**src/adcct_regs.vh**
```
`ifndef ADCCT_REGS_VH
`define ADCCT_REGS_VH
`define ADCCT_CONV_TICKS 18'h00014
`define ADCCT_CAL_FULL_TICKS 18'h3D0AA
`define ADCCT_CAL_DAC_TICKS 18'h36414
`define ADCCT_CAL_OFS_TICKS 18'h06C96
`define ADCCT_CAL_FULL 2'h0
`define ADCCT_CAL_DAC 2'h1
`define ADCCT_CAL_OFS 2'h2
`define ADCCT_MODE_INT_LO 3'h4
`define ADCCT_FRAME_BITS 5'h10
`define ADCCT_LAST_BIT 5'h0F
`define ADCCT_CNT_W 18
`define ADCCT_FIFO_DEPTH 8
`define ADCCT_FIFO_AW 3
`endif

```
**src/adcct_core.v**
```verilog
`timescale 1ns/1ps
`default_nettype none
`include "adcct_regs.vh"

module adcct_fifo #(
    parameter WIDTH = 16,
    parameter DEPTH = `ADCCT_FIFO_DEPTH,
    parameter AW = `ADCCT_FIFO_AW
) (
    // clock and reset
    input wire clk,
    input wire rst,
    // fill side
    input wire in_valid,
    output wire in_ready,
    input wire [WIDTH-1:0] in_data,
    // drain side
    output wire out_valid,
    input wire out_ready,
    output wire [WIDTH-1:0] out_data
);
    reg [WIDTH-1:0] mem [0:DEPTH-1];
    reg [AW-1:0] wr_ptr;
    reg [AW-1:0] rd_ptr;
    reg [AW:0] count;
    wire push;
    wire pop;
    assign in_ready = (count != DEPTH[AW:0]);
    assign out_valid = (count != {(AW+1){1'b0}});
    assign out_data = mem[rd_ptr];
    assign push = in_valid && in_ready;
    assign pop = out_valid && out_ready;
    always @(posedge clk) begin
        if (push) begin
            mem[wr_ptr] <= in_data;
        end
    end
    always @(posedge clk or posedge rst) begin
        if (rst) begin
            wr_ptr <= {AW{1'b0}};
            rd_ptr <= {AW{1'b0}};
            count <= {(AW+1){1'b0}};
        end else begin
            if (push) begin
                wr_ptr <= (wr_ptr == DEPTH[AW-1:0] - 1'b1) ? {AW{1'b0}} : wr_ptr + 1'b1;
            end
            if (pop) begin
                rd_ptr <= (rd_ptr == DEPTH[AW-1:0] - 1'b1) ? {AW{1'b0}} : rd_ptr + 1'b1;
            end
            if (push && !pop) begin
                count <= count + 1'b1;
            end else if (pop && !push) begin
                count <= count - 1'b1;
            end
        end
    end
endmodule // adcct_fifo

module adcct_core #(
    parameter DATA_W = 14,
    parameter WORD_W = 16,
    parameter [`ADCCT_CNT_W-1:0] CAL_FULL_TICKS = `ADCCT_CAL_FULL_TICKS,
    parameter [`ADCCT_CNT_W-1:0] CAL_DAC_TICKS = `ADCCT_CAL_DAC_TICKS,
    parameter [`ADCCT_CNT_W-1:0] CAL_OFS_TICKS = `ADCCT_CAL_OFS_TICKS
) (
    // clock and reset
    input wire clk,
    input wire rst,
    // converter control pins
    input wire master_clock_in,
    input wire conversion_start_n,
    input wire cal_start,
    input wire [1:0] cal_type,
    output reg busy,
    // converter result from the analog side
    input wire [DATA_W-1:0] sample_data,
    // serial port configuration
    input wire [2:0] interface_mode,
    input wire polarity,
    input wire din_shared,
    // serial link
    input wire frame_sel_n,
    input wire sclk_in,
    output reg sclk_out,
    output wire sclk_oe_n,
    output wire dout,
    output wire dout_oe_n,
    input wire din_in,
    output wire din_out,
    output reg din_oe_n,
    // received words
    output reg [WORD_W-1:0] rx_word,
    output reg rx_valid
);
    localparam ST_IDLE = 2'h0;
    localparam ST_CONV = 2'h1;
    localparam ST_CAL = 2'h2;

    // two-flop synchronisers for the master clock, start, calibrate, frame, serial clock and data-in pins
    reg [1:0] mclk_s;
    reg [1:0] cs_s;
    reg [1:0] cal_s;
    reg [1:0] fs_s;
    reg [1:0] sck_s;
    reg [1:0] din_s;
    reg mclk_d;
    reg cs_d;
    reg cal_d;
    reg fs_d;
    reg sck_eff_d;
    wire sck_eff;
    always @(posedge clk or posedge rst) begin
        if (rst) begin
            mclk_s <= 2'h0;
            cs_s <= 2'h3;
            cal_s <= 2'h0;
            fs_s <= 2'h3;
            sck_s <= 2'h0;
            din_s <= 2'h0;
            mclk_d <= 1'b0;
            cs_d <= 1'b1;
            cal_d <= 1'b0;
            fs_d <= 1'b1;
            sck_eff_d <= 1'b0;
        end else begin
            mclk_s <= {mclk_s[0], master_clock_in};
            cs_s <= {cs_s[0], conversion_start_n};
            cal_s <= {cal_s[0], cal_start};
            fs_s <= {fs_s[0], frame_sel_n};
            sck_s <= {sck_s[0], sclk_in};
            din_s <= {din_s[0], din_in};
            mclk_d <= mclk_s[1];
            cs_d <= cs_s[1];
            cal_d <= cal_s[1];
            fs_d <= fs_s[1];
            sck_eff_d <= sck_eff;
        end
    end
    wire mclk_tick = mclk_s[1] && !mclk_d;
    wire cs_fall = cs_d && !cs_s[1];
    wire cal_rise = cal_s[1] && !cal_d;
    wire fs_fall = fs_d && !fs_s[1];
    wire frame_on = !fs_s[1];

    // conversion and calibration sequencer
    reg [1:0] state;
    reg [`ADCCT_CNT_W-1:0] ticks;
    wire fifo_in_ready;
    reg push;
    function [`ADCCT_CNT_W-1:0] cal_len;
        input [1:0] kind;
        begin
            case (kind)
                `ADCCT_CAL_DAC: cal_len = CAL_DAC_TICKS;
                `ADCCT_CAL_OFS: cal_len = CAL_OFS_TICKS;
                default: cal_len = CAL_FULL_TICKS;
            endcase
        end
    endfunction
    always @(posedge clk or posedge rst) begin
        if (rst) begin
            state <= ST_IDLE;
            ticks <= {`ADCCT_CNT_W{1'b0}};
            busy <= 1'b0;
            push <= 1'b0;
        end else begin
            push <= 1'b0;
            case (state)
                ST_IDLE: begin
                    if (cal_rise) begin
                        state <= ST_CAL;
                        ticks <= cal_len(cal_type);
                        busy <= 1'b1;
                    end else if (cs_fall && fifo_in_ready) begin
                        // a full buffer refuses new conversions so no result is lost
                        state <= ST_CONV;
                        ticks <= `ADCCT_CONV_TICKS;
                        busy <= 1'b1;
                    end
                end
                ST_CONV, ST_CAL: begin
                    if (state == ST_CAL && cs_fall) begin
                        busy <= 1'b1;
                    end
                    if (mclk_tick) begin
                        if (ticks == {{(`ADCCT_CNT_W-1){1'b0}}, 1'b1}) begin
                            state <= ST_IDLE;
                            busy <= 1'b0;
                            push <= (state == ST_CONV);
                        end
                        ticks <= ticks - 1'b1;
                    end
                end
                default: begin
                    state <= ST_IDLE;
                    busy <= 1'b0;
                end
            endcase
        end
    end

    // result buffer between converter and serial port
    wire fifo_out_valid;
    wire [WORD_W-1:0] fifo_out_data;
    wire pop = fs_fall && fifo_out_valid;
    adcct_fifo #(.WIDTH(WORD_W), .DEPTH(`ADCCT_FIFO_DEPTH), .AW(`ADCCT_FIFO_AW)) u_fifo (
        .clk(clk),
        .rst(rst),
        .in_valid(push),
        .in_ready(fifo_in_ready),
        .in_data({{(WORD_W-DATA_W){1'b0}}, sample_data}),
        .out_valid(fifo_out_valid),
        .out_ready(pop),
        .out_data(fifo_out_data)
    );

    // serial clock source and edge selection
    wire int_clk = (interface_mode >= `ADCCT_MODE_INT_LO);
    wire sck_lvl = int_clk ? sclk_out : sck_s[1];
    assign sck_eff = sck_lvl ~^ polarity;
    wire sck_rise = sck_eff && !sck_eff_d;
    wire sck_fall = !sck_eff && sck_eff_d;
    assign sclk_oe_n = !int_clk;
    always @(posedge clk or posedge rst) begin
        if (rst) begin
            sclk_out <= 1'b0;
        end else begin
            // follows the master clock so high and low phases stay near half
            sclk_out <= mclk_s[1];
        end
    end

    // frame shifter
    reg [WORD_W-1:0] tx_sr;
    reg [WORD_W-1:0] rx_sr;
    reg [4:0] rx_cnt;
    reg started;
    always @(posedge clk or posedge rst) begin
        if (rst) begin
            tx_sr <= {WORD_W{1'b0}};
            rx_sr <= {WORD_W{1'b0}};
            rx_cnt <= 5'h00;
            rx_word <= {WORD_W{1'b0}};
            rx_valid <= 1'b0;
            din_oe_n <= 1'b1;
            started <= 1'b0;
        end else begin
            rx_valid <= 1'b0;
            if (fs_fall) begin
                tx_sr <= fifo_out_valid ? fifo_out_data : {WORD_W{1'b0}};
                rx_cnt <= 5'h00;
                started <= 1'b0;
            end else if (!frame_on) begin
                din_oe_n <= 1'b1;
            end else begin
                if (sck_fall && started) begin
                    tx_sr <= {tx_sr[WORD_W-2:0], 1'b0};
                end
                if (sck_rise && rx_cnt != `ADCCT_FRAME_BITS) begin
                    started <= 1'b1;
                    rx_sr <= {rx_sr[WORD_W-2:0], din_s[1]};
                    rx_cnt <= rx_cnt + 1'b1;
                    if (din_shared && rx_cnt == 5'h00) begin
                        din_oe_n <= 1'b0;
                    end
                    if (rx_cnt == `ADCCT_LAST_BIT) begin
                        // host may drive the line only after this release
                        din_oe_n <= 1'b1;
                        rx_word <= {rx_sr[WORD_W-2:0], din_s[1]};
                        rx_valid <= !din_shared;
                    end
                end
            end
        end
    end
    assign dout = tx_sr[WORD_W-1];
    assign dout_oe_n = !frame_on || din_shared;
    assign din_out = tx_sr[WORD_W-1];
endmodule // adcct_core
`default_nettype wire

```
**config.mk**
```make
export PLATFORM = sky130hd
export DESIGN_NAME = adcct_core
export DESIGN_NICKNAME = d
export VERILOG_FILES = /design/src/adcct_core.v
export VERILOG_INCLUDE_DIRS = /design/src
export SDC_FILE = /design/constraint.sdc
export NUM_CORES = 1
export LEC_CHECK = 0
export BUFFER_PORTS_ARGS = -buffer_cell sky130_fd_sc_hd__buf_2
export CORE_AREA = 2 2 146 148
export CTS_BUF_LIST = sky130_fd_sc_hd__clkbuf_8
export DETAILED_ROUTE_END_ITERATION = 6
export DIE_AREA = 0 0 148 150
export GPL_TIMING_DRIVEN = 0
export PLACE_DENSITY_LB_ADDON = 0.15
export REMOVE_ABC_BUFFERS = 1
export SYNTH_ARGS = -nofsm -noshare
export SYNTH_HDL_FRONTEND = slang
export SYNTH_SLANG_ARGS = --single-unit
```
**constraint.sdc**
```tcl
create_clock -name clk -period 4.3 [get_ports clk]
set_clock_uncertainty 0.15 [all_clocks]
set_input_delay 0.86 -clock clk [delete_from_list [all_inputs] [get_ports clk]]
set_output_delay 0.86 -clock clk [all_outputs]
set_load 0.03 [all_outputs]
```
==> Word level (Yosys, flattened, before mapping) <==
Memories as Yosys holds them, arrays and structs flattened.
Cells that the tools add are included.
{ "totals": {"mem_count": 1, "latchBits": 0, "mem_bits_ro": 0, "out_inout_bits": 24, "word_cells": 138, "mem_bits_rw": 112, "reg_bits": 104, "in_bits": 29} }
{ "mem_list": {"columns": ["name", "depth", "word_bits", "read_ports", "rd_clocked_by_memory_dff", "wr", "line", "text"], "rows": [
  ["u_fifo.mem", 8, 14, 1, 0, 1, "adcct_core.v:22", "reg [WIDTH-1:0] mem [0:DEPTH-1];"]
]} }
{ "classes": {"shifts": 0, "div_mod_pow": 0, "mux": 44, "reduce_logical": 44, "addsub": 6, "n_bitwise": 3, "n_lt_le_gt_ge": 1, "n_eq_ne": 14, "mul": 0} }
{ "ops": {"columns": ["op", "n"], "rows": [
  ["$pmux W18 S2", 2],
  ["$mux W16", 4],
  ["$mux W18", 3],
  ["$mux W1", 22],
  ["$eq A18 B1 Y1 const B", 1],
  ["$sub A18 B1 Y18 const B", 1],
  ["$logic_and A1 B1 Y1", 16],
  ["$mux W5", 3],
  ["$reduce_and A3 Y1", 4],
  ["$logic_not A1 Y1", 10],
  ["$reduce_bool A2 Y1", 5],
  ["$mux W2", 4],
  ["$mux W4", 2],
  ["$add A3 B1 Y3 const B", 2],
  ["$eq A3 B3 Y1 const B", 2],
  ["$mux W3", 2],
  ["$add A5 B1 Y5 const B", 1],
  ["$eq A5 B4 Y1 const B", 1],
  ["$logic_not A5 Y1", 1],
  ["$ne A5 B5 Y1 const B", 1],
  ["$add A4 B1 Y4 const B", 1],
  ["$eq A2 B1 Y1 const B", 2],
  ["$eq A2 B2 Y1 const B", 2],
  ["$ne A2 B2 Y1 const B", 2],
  ["other kinds (16)", 18]
]} }

==> Longest topological paths before layout <==
Gate-level depths: netlist of run 1.
{ "logic_depth": {"word_depth": 9, "ltp_mapped": 11, "ltp_nobuf": 10} }

==> Modules after synthesis <==
Synthesis of run 1 repeated with hierarchy kept, for this count alone.
{ "hier_totals": {"cells_unflattened": 617, "area_unflattened_um2": 9993.3} }
{ "by_module_without_submodules": {"columns": ["mod", "cells_per_inst", "n_inst", "seq_area_each_um2", "area_each_um2"], "rows": [
  ["adcct_fifo", 250, 1, 4093.9, 5604.1],
  ["adcct_core", 367, 1, 2361.0, 4389.2]
]} }

==> Worst setup path after synthesis of run 1 <==
OpenSTA, ideal clock, no wires.
{ "synth_path": {"path_type": "reg2reg", "from": "reg u_fifo.count[0]", "to": "mem u_fifo.mem[0][0] (netlist bit) (enable)", "t_arrival_ps": 2239, "path_stages_with_launch": 5, "n_path_buf": 1, "t_required_ps": 3729, "setup_time_ps": 421, "synth_period_minus_slack_ps": 2811, "path_slack_ps": 1489, "path_cell_list": "dfrtp_1 -> or4b_1 -> buf_4 -> nand2_1 -> nor4_1"} }
{ "synth_via": {"elab_chain_cells": 4} }
{ "synth_lines": {"columns": ["element", "line", "text"], "rows": [
  ["start, declared", "adcct_core.v:25", "reg [AW:0] count;"],
  ["start signal, assigned", "adcct_core.v:42", "count <= {(AW+1){1'b0}};"],
  ["start signal, assigned", "adcct_core.v:51", "count <= count + 1'b1;"],
  ["start signal, assigned", "adcct_core.v:53", "count <= count - 1'b1;"],
  ["$ne A4 B4 Y1", "adcct_core.v:28", "assign in_ready = (count != DEPTH[AW:0]);"],
  ["$logic_and A1 B1 Y1", "adcct_core.v:31", "assign push = in_valid && in_ready;"],
  ["$mux W1", "adcct_core.v:34", "if (push) begin"],
  ["$mux W1 (not written as such)", "adcct_core.v:35", "mem[wr_ptr] <= in_data;"],
  ["end, declared", "adcct_core.v:22", null]
]} }
Every way passes these cells.

==> Worst setup path after layout of run 1 <==
{ "layout_path": {"from": "reg u_fifo.count[0]", "to": "reg u_fifo.count[3]"} }
{ "layout_via": {"elab_cells_between_ends": 14, "cone_classes": "add/sub (2); eq/ne (1); mux (2); reduce/logical (9)"} }
{ "layout_rtl": {"columns": ["element", "line", "text"], "rows": [
  ["$ne A4 B4 Y1 *", "adcct_core.v:28", null],
  ["$logic_and A1 B1 Y1 *", "adcct_core.v:31", null],
  ["named net u_fifo.push", "adcct_core.v:26", "wire push;"],
  ["$logic_not A1 Y1", "adcct_core.v:52", "end else if (pop && !push) begin"],
  ["$logic_and A1 B1 Y1", "adcct_core.v:52", null],
  ["$reduce_bool A2 Y1 (no line)", null, null]
]} }
Mark *: on every way through the listed nets, which the timed path passes. The rest lies on a longest branch. The select of a mux whose other input is x is not followed.
A chain may end at the register's enable or synchronous reset.

==> key figures, run 1 <==
Outcome
  • Status: finished clean

Timing
  • Max Fclk: 313 MHz
  • Final Critical Period: 3.19 ns
  • Final period util: 0.743
  • Fin. Hold Viols: 0
  • Worst-Margin Slew: 1.34 ns
  • Max_slew headroom: 0.0842
  • RSZ-0062 raised after global routing: false
  • # setup viols final: 0
  • Pins Over Slew Limit: 0

Pwr
  • Power density over cell area: 561 nW/µm²
  • Sw frac: 0.330
  • LEAKAGE: 4.16 nW
  • Peak VDD IR: 0.242 mV
  • Int Power: 3.94 mW
  • Tot Pwr: 5.89 mW
  • Comb pwr share: 0.266
  • Flop pwr share: 0.454
  • Clock power frac: 0.279
  • Psw: 1.94 mW

Setup path
  • Max incr delay on CP: 0.69 ns
  • WP data arrival: 3.49 ns
  • Crit path buffers/inverters: 2
  • Slowest cell on crit path: or4b_1
  • Cell class contributing the biggest share of worst-path delay: simple AND/OR/NAND/NOR gates
  • CP Data Required Time: 4.59 ns
  • Crit path kind: flop to flop
  • CP max FO: 9
  • CP Capture Type: flop
  • CP Launch Type: flop
  • Most common cell on crit path: ha_1
  • Crit path cell chain: or4b_1, nand2_1, inv_2, ha_1, inv_1, ha_1, a21o_1, a21oi_1, mux2i_1, xnor2_1

Yosys
  • Multiplexer share of the synthesized area: 0.120
  • Count leader, synth: edfxtp_1
  • Leading area contributor after synthesis: edfxtp_1
  • Share of the synthesized area in the top cell type: 0.366
  • Syn Area/Cell: 15.3 µm²
  • Synth Area in Simple Gates: 0.0798
  • Seq/Total Area, Yosys: 0.649
  • Post-synth ARST share: 0.481
  • Post-synthesis compound-gate area fraction: 0.0937
  • Xor/xnor share of the synthesized area: 0.00381
  • Flops & latches, synth: 216
  • Yosys cell types: 81
  • Ys Warns: 0
  • Post-synth EDFFs: 112
  • Adder-Cell Fraction of Synth Area: 0.0280
  • Synth top area cells: edfxtp_1, dfrtp_1, mux4_2, mux2_1, ha_1
  • Top FF cell, synth: edfxtp_1
  • Post-Synthesis Cells: 601
  • Top post-synthesis cells by count: edfxtp_1, dfrtp_1, mux2_1
  • Post-Syn Area: 9200 µm²
  • Largest family of logic cells by synthesized area: multiplexers

Drt
  • Vias: 5435
  • DR pass1 iterations: 4
  • Drt wl/cell: 18.8 µm
  • Post-route ant nets: 0
  • Vias per inst: 5.60
  • # DRC: 0
  • Post-Route WL: 18300 µm
  • Initial detailed-routing violation count: 253

CTS
  • Hold_buf cts: 0
  • Postcts setup bufs: 0
  • Clk slew on worst S/H paths: 0.06 ns
  • Root buf cell: clkbuf_8
  • CTS Buffer Depth: 3
  • CTS buffer count: 37
  • Clk sinks: 216
  • PostCTS Resize Cnt: 0
  • Skew-Pair Late Insertion Delay: 0.53 ns
  • Number of H-tree levels: 2
  • CTS tree: done

Floorplanning
  • DIE WIDTH: 148 µm
  • Die ar.: 22200 µm²
  • # IOs: 53
  • Die Span Y: 150 µm
  • Initial Utilization: 0.445
  • Row cnt: 53
  • CORE AREA: 20700 µm²

Placement
  • DP HPWL: 12000 µm
  • PortBufs: 50
  • GPL Wtd Cong: 0.801

Layout
  • Share of cells above drive strength 1: 0.251
  • N_diodes: 0
  • Fin nets: 721
  • Fin util: 0.507
  • Area Growth Syn to Fin: 13.9%

Global routing
  • Initial antenna violation count: 0
  • Largest net degree at the start of global routing: 54
  • Vias in the first global route: 5533
  • Grt ovf: 0
  • Global-route wire length before repair: 30000 µm
  • Total track usage: 0.173

Min path
  • Worst min-delay path class: flop to flop

Run
  • Max-Cap Viols: 0
routing by layer:
layer / global-route usage / vias up / wire length (µm)
li1: - / 2503 / -
met1: 0.222 / 2775 / 7900
met2: 0.286 / 122 / 9040
met3: 0.0451 / 35 / 980
met4: 0.0595 / 0 / 344
met5: 0 / - / 0
worst paths after layout:
check                                  end  cells after the start            start  slack, ns
setup / recovery           u_fifo.count[3]                     10  u_fifo.count[0]       1.11
hold reg to reg                  mclk_s[1]                      0        mclk_s[0]       0.20
setup reg to reg           u_fifo.count[3]                     10  u_fifo.count[0]       1.11
max in group asynchronous         din_oe_n                      3              rst       2.98
min in group asynchronous  u_fifo.count[0]                      2              rst       0.28
hold / removal                   mclk_s[1]                      0        mclk_s[0]       0.20
worst register-to-register path, stage by stage, from the launching register on:
cell and delay (ns):
dfrtp_1 0.44, or4b_1 0.69, nand2_1 0.37, inv_2 0.10, ha_1 0.21, inv_1 0.13, ha_1 0.25, a21o_1 0.18
a21oi_1 0.21, mux2i_1 0.25, xnor2_1 0.14
cells in the final DEF (no fill, tap or decap), types with 5 or more instances in the layout:
cell type    n
edfxtp_1   112
dfrtp_1     95
buf_2       50
clkbuf_8    40
mux2_1      33
inv_1       30
mux4_2      28
ha_1        19
nand2_1     17
o21ai_0     17
nor2_1      16
a2bb2oi_1   15
a22oi_1     13
a21oi_1     12
nor3_1      11
o21ai_1     11
a31oi_1      9
mux2i_1      8
nand2b_1     8
nand4_1      7
dfstp_2      7
nor4_1       6
o31ai_1      6
clkinv_1     6
buf_6        6
o22ai_1      5
nand3_1      5
nor3_2       5
sequential cells by signal, indices dropped and copies added (netlist names), 4 cells and up:
signal        cells
tx_sr            16
u_fifo.mem      112
ticks            18
u_fifo.count      4
rx_word          16
rx_sr            15
rx_cnt            5
final cells by class:
type	count	area [µm²]
clock buffers	40	551
clock inverters	23	101
fillers	1783	10200
inverters	20	77.6
multi-input cells	336	3040
flip-flops and latches	216	5980
well taps	275	344
repair buffers	61	395
stage by stage:
stage                     cells  hold slack, ns  setup slack, ns  instance area [µm²]  setup TNS (ns)
final                       971           0.198             1.11                10500               0
after global routing        971           0.206            0.915                10500               0
after CTS                   971           0.197             1.11                10500               0
after detailed placement    908           0.185            0.703                 9830               0
after global placement      897           0.185           -0.623                 9640          -59.95
after floorplan             572           0.181            0.569                 9040               0
cells by family after synthesis:
kind of cell	after synthesis
AOI/OAI and AO/OA	120
xor gates and xnor gates	4
adders and majority gates	20
buffers and inverters	49
DFF	216
muxes	71
and+or+nand+nor	121
power groups by stage:
| stage | sequential (mW) | combinational [mW] | clock (mW) |
|---|---|---|---|
| floorplan | 2.66 | 1.14 | 0 |
| global placement | 2.74 | 1.45 | 0 |
| detailed placement | 2.71 | 1.58 | 0 |
| CTS | 2.68 | 1.58 | 1.70 |
| global route | 2.71 | 1.73 | 1.81 |
| finish | 2.67 | 1.57 | 1.64 |
No activity file was read; power rests on OpenSTA's default activity.
==> run 2, diff against run 1 <==
--- a/config.mk
+++ b/config.mk
@@ -6,11 +6,12 @@
 export SDC_FILE = /design/constraint.sdc
 export NUM_CORES = 1
 export LEC_CHECK = 0
+export ABC_AREA = 1
 export BUFFER_PORTS_ARGS = -buffer_cell sky130_fd_sc_hd__buf_2
-export CORE_AREA = 2 2 146 148
+export CORE_AREA = 2 2 150 152
 export CTS_BUF_LIST = sky130_fd_sc_hd__clkbuf_8
 export DETAILED_ROUTE_END_ITERATION = 6
-export DIE_AREA = 0 0 148 150
+export DIE_AREA = 0 0 152 154
 export GPL_TIMING_DRIVEN = 0
 export PLACE_DENSITY_LB_ADDON = 0.15
 export REMOVE_ABC_BUFFERS = 1
==> constraint.sdc (replaced) <==
create_clock -name clk -period 3.2 [get_ports clk]
set_clock_uncertainty 0.15 [all_clocks]
set_input_delay 0.64 -clock clk [delete_from_list [all_inputs] [get_ports clk]]
set_output_delay 0.64 -clock clk [all_outputs]
set_load 0.03 [all_outputs]
==> run 2 against run 1 <==
  * Non-clock buffer count grew 1
  * Via count grew 23%
  * First-iteration DRC count grew 51%
  * Worst setup slack lost 0.69 ns
  * Global-route usage grew 0.34 points
  * Final area grew 3.6%
  * Utilization shrank 0.58 points
  * Fmax grew 15%
  * Critical path depth grew 2
  * Sequential power grew 36%
  * Sequential share of layout area shrank 2.0 points
  * Clock power grew 35%
  * Highest routed layer is now met5
==> key figures, run 2 <==
CTS
  • Skew-Pair Late Insertion Delay: 0.51 ns (was 0.53 ns)
  • Clk slew on worst S/H paths: 0.05 ns (was 0.06 ns)
  • CTS tree: done (unchanged)
  • CTS buffer count: 39 (was 37)
  • Clk sinks: 216 (unchanged)
  • CTS Buffer Depth: 3 (unchanged)
  • Root buf cell: clkbuf_8 (unchanged)
  • Number of H-tree levels: 2 (unchanged)

Global routing
  • Grt ovf: 0 (unchanged)
  • Vias in the first global route: 6403 (was 5533)
  • Global-route wire length before repair: 33100 µm (was 30000 µm)
  • Total track usage: 0.176 (was 0.173)
  • Initial antenna violation count: 1 (was 0)
  • Largest net degree at the start of global routing: 68 (was 54)

Timing
  • Fin. Hold Viols: 0 (unchanged)
  • # setup viols final: 0 (unchanged)
  • Final period util: 0.870 (was 0.743)
  • Max_slew headroom: 0.379 (was 0.0842)
  • Max Fclk: 359 MHz (was 313 MHz)
  • Fin worst setup slack: 0.418 ns (was 1.11 ns)
  • Pins Over Slew Limit: 0 (unchanged)
  • RSZ-0062 raised after global routing: false (unchanged)
  • Worst-Margin Slew: 0.930 ns (was 1.34 ns)
  • Final Critical Period: 2.78 ns (was 3.19 ns)

Setup path
  • Cell class contributing the biggest share of worst-path delay: simple AND/OR/NAND/NOR gates (unchanged)
  • Max incr delay on CP: 0.43 ns (was 0.69 ns)
  • Crit path kind: flop to flop (unchanged)
  • CP Data Required Time: 3.43 ns (was 4.59 ns)
  • Slowest cell on crit path: dfrtp_1 (was or4b_1)
  • WP data arrival: 3.02 ns (was 3.49 ns)
  • Setup crit start: u_fifo.count[0] (unchanged)
  • RR Startpoint: u_fifo.count[0] (unchanged)
  • Crit path buffers/inverters: 2 (unchanged)
  • CP max FO: 5 (was 9)
  • Crit path cell chain: nor2_1, nand3_1, nand2_1, inv_1, ha_1, inv_1, ha_1, a21oi_1, nand2_1, a21oi_1, o21ai_0, xor2_1 (was or4b_1, nand2_1, inv_2, ha_1, inv_1, ha_1, a21o_1, a21oi_1, mux2i_1, xnor2_1)
  • CP Launch Type: flop (unchanged)
  • CP Capture Type: flop (unchanged)

Drt
  • Drt wl/cell: 15.2 µm (was 18.8 µm)
  • # DRC: 0 (unchanged)
  • DR pass1 iterations: 4 (unchanged)
  • Initial detailed-routing violation count: 381 (was 253)
  • Vias per inst: 4.99 (was 5.60)
  • Post-route ant nets: 0 (unchanged)
  • Post-Route WL: 20400 µm (was 18300 µm)
  • Vias: 6681 (was 5435)

Layout
  • Area Growth Syn to Fin: 12.8% (was 13.9%)
  • Most frequent cells in the layout: nand2_1, nor2_1, edfxtp_1 (was edfxtp_1, dfrtp_1, buf_2)
  • Largest regs: u_fifo.mem x112, ticks x18 (unchanged)
  • Fin util: 0.501 (was 0.507)
  • N_diodes: 0 (unchanged)
  • Most common cell after layout, fill and taps aside: nand2_1 (was edfxtp_1)
  • Fin nets: 1081 (was 721)
  • Biggest register: u_fifo.mem (unchanged)
  • Largest register FFs: 112 (unchanged)
  • Share of cells above drive strength 1: 0.153 (was 0.251)
  • # fillers: 2055 (was 1783)

Min path
  • Hold Crit Start: din_in (was mclk_s[0])
  • Worst min-delay path class: primary input to flop (was flop to flop)

Floorplanning
  • Die ar.: 23400 µm² (was 22200 µm²)
  • Initial Utilization: 0.444 (was 0.445)
  • # IOs: 53 (unchanged)
  • Die Span Y: 154 µm (was 150 µm)
  • Row cnt: 54 (was 53)
  • CORE AREA: 21700 µm² (was 20700 µm²)
  • DIE WIDTH: 152 µm (was 148 µm)

Yosys
  • Leading area contributor after synthesis: edfxtp_1 (unchanged)
  • Ys Warns: 0 (unchanged)
  • Flops & latches, synth: 216 (unchanged)
  • Post-synth EDFFs: 112 (unchanged)
  • Syn Area/Cell: 9.92 µm² (was 15.3 µm²)
  • Post-Syn Area: 9630 µm² (was 9200 µm²)
  • Yosys cell types: 43 (was 81)
  • Share of the synthesized area in the top cell type: 0.349 (was 0.366)
  • Top post-synthesis cells by count: nand2_1, nor2_1, edfxtp_1 (was edfxtp_1, dfrtp_1, mux2_1)
  • Seq/Total Area, Yosys: 0.621 (was 0.649)
  • Top FF cell, synth: edfxtp_1 (unchanged)
  • Synth top area cells: edfxtp_1, dfrtp_1, nand2_1, nor2_1, nand3_1 (was edfxtp_1, dfrtp_1, mux4_2, mux2_1, ha_1)
  • Post-synth ARST share: 0.481 (unchanged)
  • Count leader, synth: nand2_1 (was edfxtp_1)
  • Post-Synthesis Cells: 971 (was 601)

Outcome
  • Status: finished clean (unchanged)

Pwr
  • Tot Pwr: 8.16 mW (was 5.89 mW)
  • Power density over cell area: 751 nW/µm² (was 561 nW/µm²)
  • Peak VDD IR: 0.421 mV (was 0.242 mV)
  • LEAKAGE: 4.84 nW (was 4.16 nW)

Placement
  • DP HPWL: 12000 µm (about the same)
  • PortBufs: 50 (unchanged)
  • Setup WS pre-CTS: -0.462 ns (was 0.703 ns)
  • GPL Wtd Cong: 0.792 (was 0.801)

Run
  • Max-Cap Viols: 0 (unchanged)
## run 2: cell types whose count changed after synthesis, sizes merged, moves of 28 or more
cell,before,now
nand2,18,267
nor2,19,144
nand3,6,97
o21ai,28,67
inv,20,58
mux2,35,1
mux4,28,0
## run 2: cells by family after synthesis
| kind of cell | count (synthesis) | share of synthesized area |
|---|---|---|
| mux | 1 | 0.00117 |
| flops | 216 | 0.621 |
| fa+ha+maj | 20 | 0.0268 |
| buf+inv | 101 | 0.0506 |
| compound gates | 86 | 0.0469 |
| simple gates | 538 | 0.244 |
| xor+xnor | 9 | 0.0101 |
## run 2: layout make-up
class	count	area, µm²	share of cell area
clock buffers	40	551	0.0507
clock inverters	28	115	0.0106
inverters	58	223	0.0205
multi-input cells	655	3220	0.296
flip-flops and latches	216	5980	0.550
well taps	280	350	0.0323
repair buffers	62	432	0.0397
## run 2: per-stage QoR
step	std cells	instance area [µm²]	hold WS (ns)	setup TNS, ns
after floorplan	928	9360	0.181	-30.13
after global routing	1339	10900	0.0480	0
final	1339	10900	0.0831	0
after detailed placement	1268	10200	0.186	-0.837
after CTS	1337	10800	0.0482	0
after global placement	1258	9960	0.181	-206.16
## run 2: repair_timing
action                     CTS  global route
gates cloned                 1             0
gates resized for setup      1             0
setup endpoints to repair    3             1
buffers inserted             0             2
hold buffers                 0             0
## run 2: worst paths after layout
check	slack, ns	depth (start not counted)	endpoint
worst max-delay path	0.42	12	u_fifo.count[3]
worst min-delay path	0.08	1	din_s[0]
worst max register to register	0.42	12	u_fifo.count[3]
worst min register to register	0.20	0	fs_s[1]
max in group asynchronous	1.99	3	fs_s[0]
min in group asynchronous	0.16	2	ticks[13]
## run 2: report_power, final
part,total [mW],switching [mW],internal [mW]
sequential,3.64,0.394,3.24
combinational,2.31,1.51,0.801
clock,2.22,1.06,1.15
## run 2: metal layers
metal / part of all wire / routed length [µm] / vias to the layer above / global-route usage
met5: 0.00069 / 14 / - / 0
met4: 0.013 / 274 / 2 / 0.0498
met3: 0.050 / 1020 / 27 / 0.0369
met2: 0.48 / 9780 / 128 / 0.291
met1: 0.45 / 9260 / 3180 / 0.238
li1: - / - / 3344 / -
==> run 3, diff against run 2 <==
--- a/config.mk
+++ b/config.mk
@@ -6,13 +6,14 @@
 export SDC_FILE = /design/constraint.sdc
 export NUM_CORES = 1
 export LEC_CHECK = 0
-export ABC_AREA = 1
+export ABC_AREA = 0
 export BUFFER_PORTS_ARGS = -buffer_cell sky130_fd_sc_hd__buf_2
-export CORE_AREA = 2 2 150 152
+export CORE_AREA = 2 2 146 148
 export CTS_BUF_LIST = sky130_fd_sc_hd__clkbuf_8
 export DETAILED_ROUTE_END_ITERATION = 6
-export DIE_AREA = 0 0 152 154
+export DIE_AREA = 0 0 148 150
 export GPL_TIMING_DRIVEN = 0
+export MAX_ROUTING_LAYER = met4
 export PLACE_DENSITY_LB_ADDON = 0.15
 export REMOVE_ABC_BUFFERS = 1
 export SYNTH_ARGS = -nofsm -noshare
==> run 3 against run 2 <==
  * Final area shrank 3.2%
  * Total power shrank 2.6%
  * Die area shrank 5.2%
  * Critical endpoint unchanged
  * Largest cell class unchanged
==> key figures, run 3 (synthesis results as in run 1) <==
Placement
  • PortBufs: 50 (unchanged)
  • Placed Instance Area: 9830 µm² (was 10200 µm²)
  • DP HPWL: 12000 µm (about the same)
  • GPL Wtd Cong: 0.813 (was 0.792)
  • Inst Count DP: 908 (was 1268)

CTS
  • Clk sinks: 216 (unchanged)
  • CTS buffer count: 37 (was 39)
  • Clk slew on worst S/H paths: 0.06 ns (was 0.05 ns)
  • Skew-Pair Late Insertion Delay: 0.53 ns (was 0.51 ns)
  • Hold_buf cts: 0 (unchanged)
  • CTS tree: done (unchanged)
  • Root buf cell: clkbuf_8 (unchanged)
  • Number of H-tree levels: 2 (unchanged)
  • CTS Buffer Depth: 3 (unchanged)

Layout
  • Register area: 5980 µm² (unchanged)
  • Area of the multi-input gates: 3070 µm² (was 3220 µm²)
  • Largest regs: u_fifo.mem x112, ticks x18 (unchanged)
  • Area Growth Syn to Fin: 14.3% (was 12.8%)
  • Share of cells above drive strength 1: 0.260 (was 0.153)
  • Biggest register: u_fifo.mem (unchanged)
  • Most common cell after layout, fill and taps aside: edfxtp_1 (was nand2_1)
  • Design Area, Final: 10500 µm² (was 10900 µm²)
  • Largest register FFs: 112 (unchanged)
  • Layout Cells excl Fill: 971 (was 1339)
  • # fillers: 1777 (was 2055)
  • N_diodes: 0 (unchanged)
  • Most frequent cells in the layout: edfxtp_1, dfrtp_1, buf_2 (was nand2_1, nor2_1, edfxtp_1)
  • Fin nets: 721 (was 1081)

Setup path
  • Slowest cell on crit path: or4b_4 (was dfrtp_1)
  • Register-to-register setup slack: 0.23 ns (was 0.42 ns)
  • Crit path kind: flop to flop (unchanged)
  • CP Data Required Time: 3.49 ns (was 3.43 ns)
  • CP Capture Type: flop (unchanged)
  • RR Startpoint: u_fifo.count[0] (unchanged)
  • CP Launch Type: flop (unchanged)
  • Crit path cell chain: or4b_4, nand2_2, inv_2, ha_1, inv_1, ha_1, a21o_1, a21oi_1, mux2i_1, xnor2_1 (was nor2_1, nand3_1, nand2_1, inv_1, ha_1, inv_1, ha_1, a21oi_1, nand2_1, a21oi_1, o21ai_0, xor2_1)
  • Max incr delay on CP: 0.62 ns (was 0.43 ns)
  • WP data arrival: 3.26 ns (was 3.02 ns)
  • CP max FO: 9 (was 5)
  • Worst R2R End: u_fifo.count[3] (unchanged)
  • Most common cell on crit path: ha_1
  • Worst r2r path cells: 10 (was 12)

Drt
  • Initial detailed-routing violation count: 277 (was 381)
  • DR pass1 iterations: 4 (unchanged)
  • Vias: 5439 (was 6681)
  • Vias per inst: 5.60 (was 4.99)
  • Post-Route WL: 18300 µm (was 20400 µm)
  • Post-route ant nets: 0 (unchanged)
  • Drt wl/cell: 18.9 µm (was 15.2 µm)
  • # DRC: 0 (unchanged)

Timing
  • Fin. Hold Viols: 0 (unchanged)
  • RSZ-0062 raised after global routing: false (unchanged)
  • Max Fclk: 337 MHz (was 359 MHz)
  • # setup viols final: 0 (unchanged)
  • Final period util: 0.927 (was 0.870)
  • Worst-Margin Slew: 1.30 ns (was 0.930 ns)
  • Pins Over Slew Limit: 0 (unchanged)
  • Final Critical Period: 2.97 ns (was 2.78 ns)
  • Max_slew headroom: 0.133 (was 0.379)

Floorplanning
  • CORE AREA: 20700 µm² (was 21700 µm²)
  • Die Span Y: 150 µm (was 154 µm)
  • Die ar.: 22200 µm² (was 23400 µm²)
  • Row cnt: 53 (was 54)
  • DIE WIDTH: 148 µm (was 152 µm)
  • Initial Utilization: 0.445 (was 0.444)
  • # IOs: 53 (unchanged)

Global routing
  • Global-route wire length before repair: 30000 µm (was 33100 µm)
  • Largest net degree at the start of global routing: 54 (was 68)
  • Vias in the first global route: 5528 (was 6403)
  • Initial antenna violation count: 0 (was 1)
  • Total track usage: 0.178 (was 0.176)
  • Grt ovf: 0 (unchanged)

Outcome
  • Status: finished clean (unchanged)

Pwr
  • LEAKAGE: 4.16 nW (was 4.84 nW)
  • Power density over cell area: 755 nW/µm² (was 751 nW/µm²)
  • Peak VDD IR: 0.325 mV (was 0.421 mV)

Min path
  • Worst min-delay path class: primary input to asynchronous set/reset pin (was primary input to flop)

Run
  • Max-Cap Viols: 0 (unchanged)
-- run 3: layer usage --
metal  track usage  up-vias  wire (µm)
met5             -        -          0
met4        0.0595        0        378
met3        0.0445       39       1030
met2         0.286      135       9000
met1         0.224     2768       7910
li1              -     2497          -
-- run 3: timing repair --
action | CTS | global route
endpoints found under the hold margin | 0 | 0
gates resized for setup | 0 | 7
setup buffers | 0 | 0
endpoints found under the setup margin | 0 | 25
-- run 3: through the flow --
| stage | total power, mW | setup WS [ns] | hold WS (ns) | setup TNS, ns | util |
|---|---|---|---|---|---|
| 5_1_grt | 8.42 | 0.0177 | 0.0302 | 0 | 0.508 |
| 6_report | 7.94 | 0.234 | 0.0657 | 0 | 0.508 |
| 3_5_place_dp | 5.76 | -0.177 | 0.185 | -3.51 | 0.475 |
| 2_1_floorplan | 5.12 | -0.311 | 0.181 | -30.13 | - |
| 3_3_place_gp | 5.63 | -1.50 | 0.185 | -193.55 | 0.466 |
| 4_1_cts | 8.01 | 0.00992 | 0.0293 | 0 | 0.507 |
-- run 3: where the power goes --
| group | internal (mW) | switching (mW) |
|---|---|---|
| sequential | 3.20 | 0.395 |
| combinational | 0.960 | 1.18 |
| clock | 1.15 | 1.06 |
-- run 3: final cells by class --
cell class | instances | area share
Multi-Input combinational cell | 336 | 0.292
Inverter | 20 | 0.00737
Timing Repair Buffer | 61 | 0.0376
Sequential cell | 216 | 0.568
Clock inverter | 23 | 0.00963
Clock buffer | 40 | 0.0523
Tap cell | 275 | 0.0327
-- run 3: how the worst max path moves through the flow --
| stage | startpoint | to | cells after the start |
|---|---|---|---|
| after floorplan | rst | busy | 1 |
| after global placement | rst | rx_word[5] | 2 |
| after detailed placement | interface_mode[2] | rx_word[1] | 5 |
| after CTS | u_fifo.count[0] | u_fifo.count[3] | 10 |
| after global routing | rx_cnt[1] | rx_sr[6] | 6 |
| final | u_fifo.count[0] | u_fifo.count[3] | 10 |
-- run 3: critical path: cells and delay by family, from the launching register on --
| family | cells | cell delay (ns) |
|---|---|---|
| AOI/OAI and AO/OA | 2 | 0.38 |
| muxes | 1 | 0.24 |
| DFF | 1 | 0.46 |
| xor gates and xnor gates | 1 | 0.14 |
| and+or+nand+nor | 2 | 0.84 |
| buffers and inverters | 2 | 0.21 |
| adders and majority gates | 2 | 0.45 |
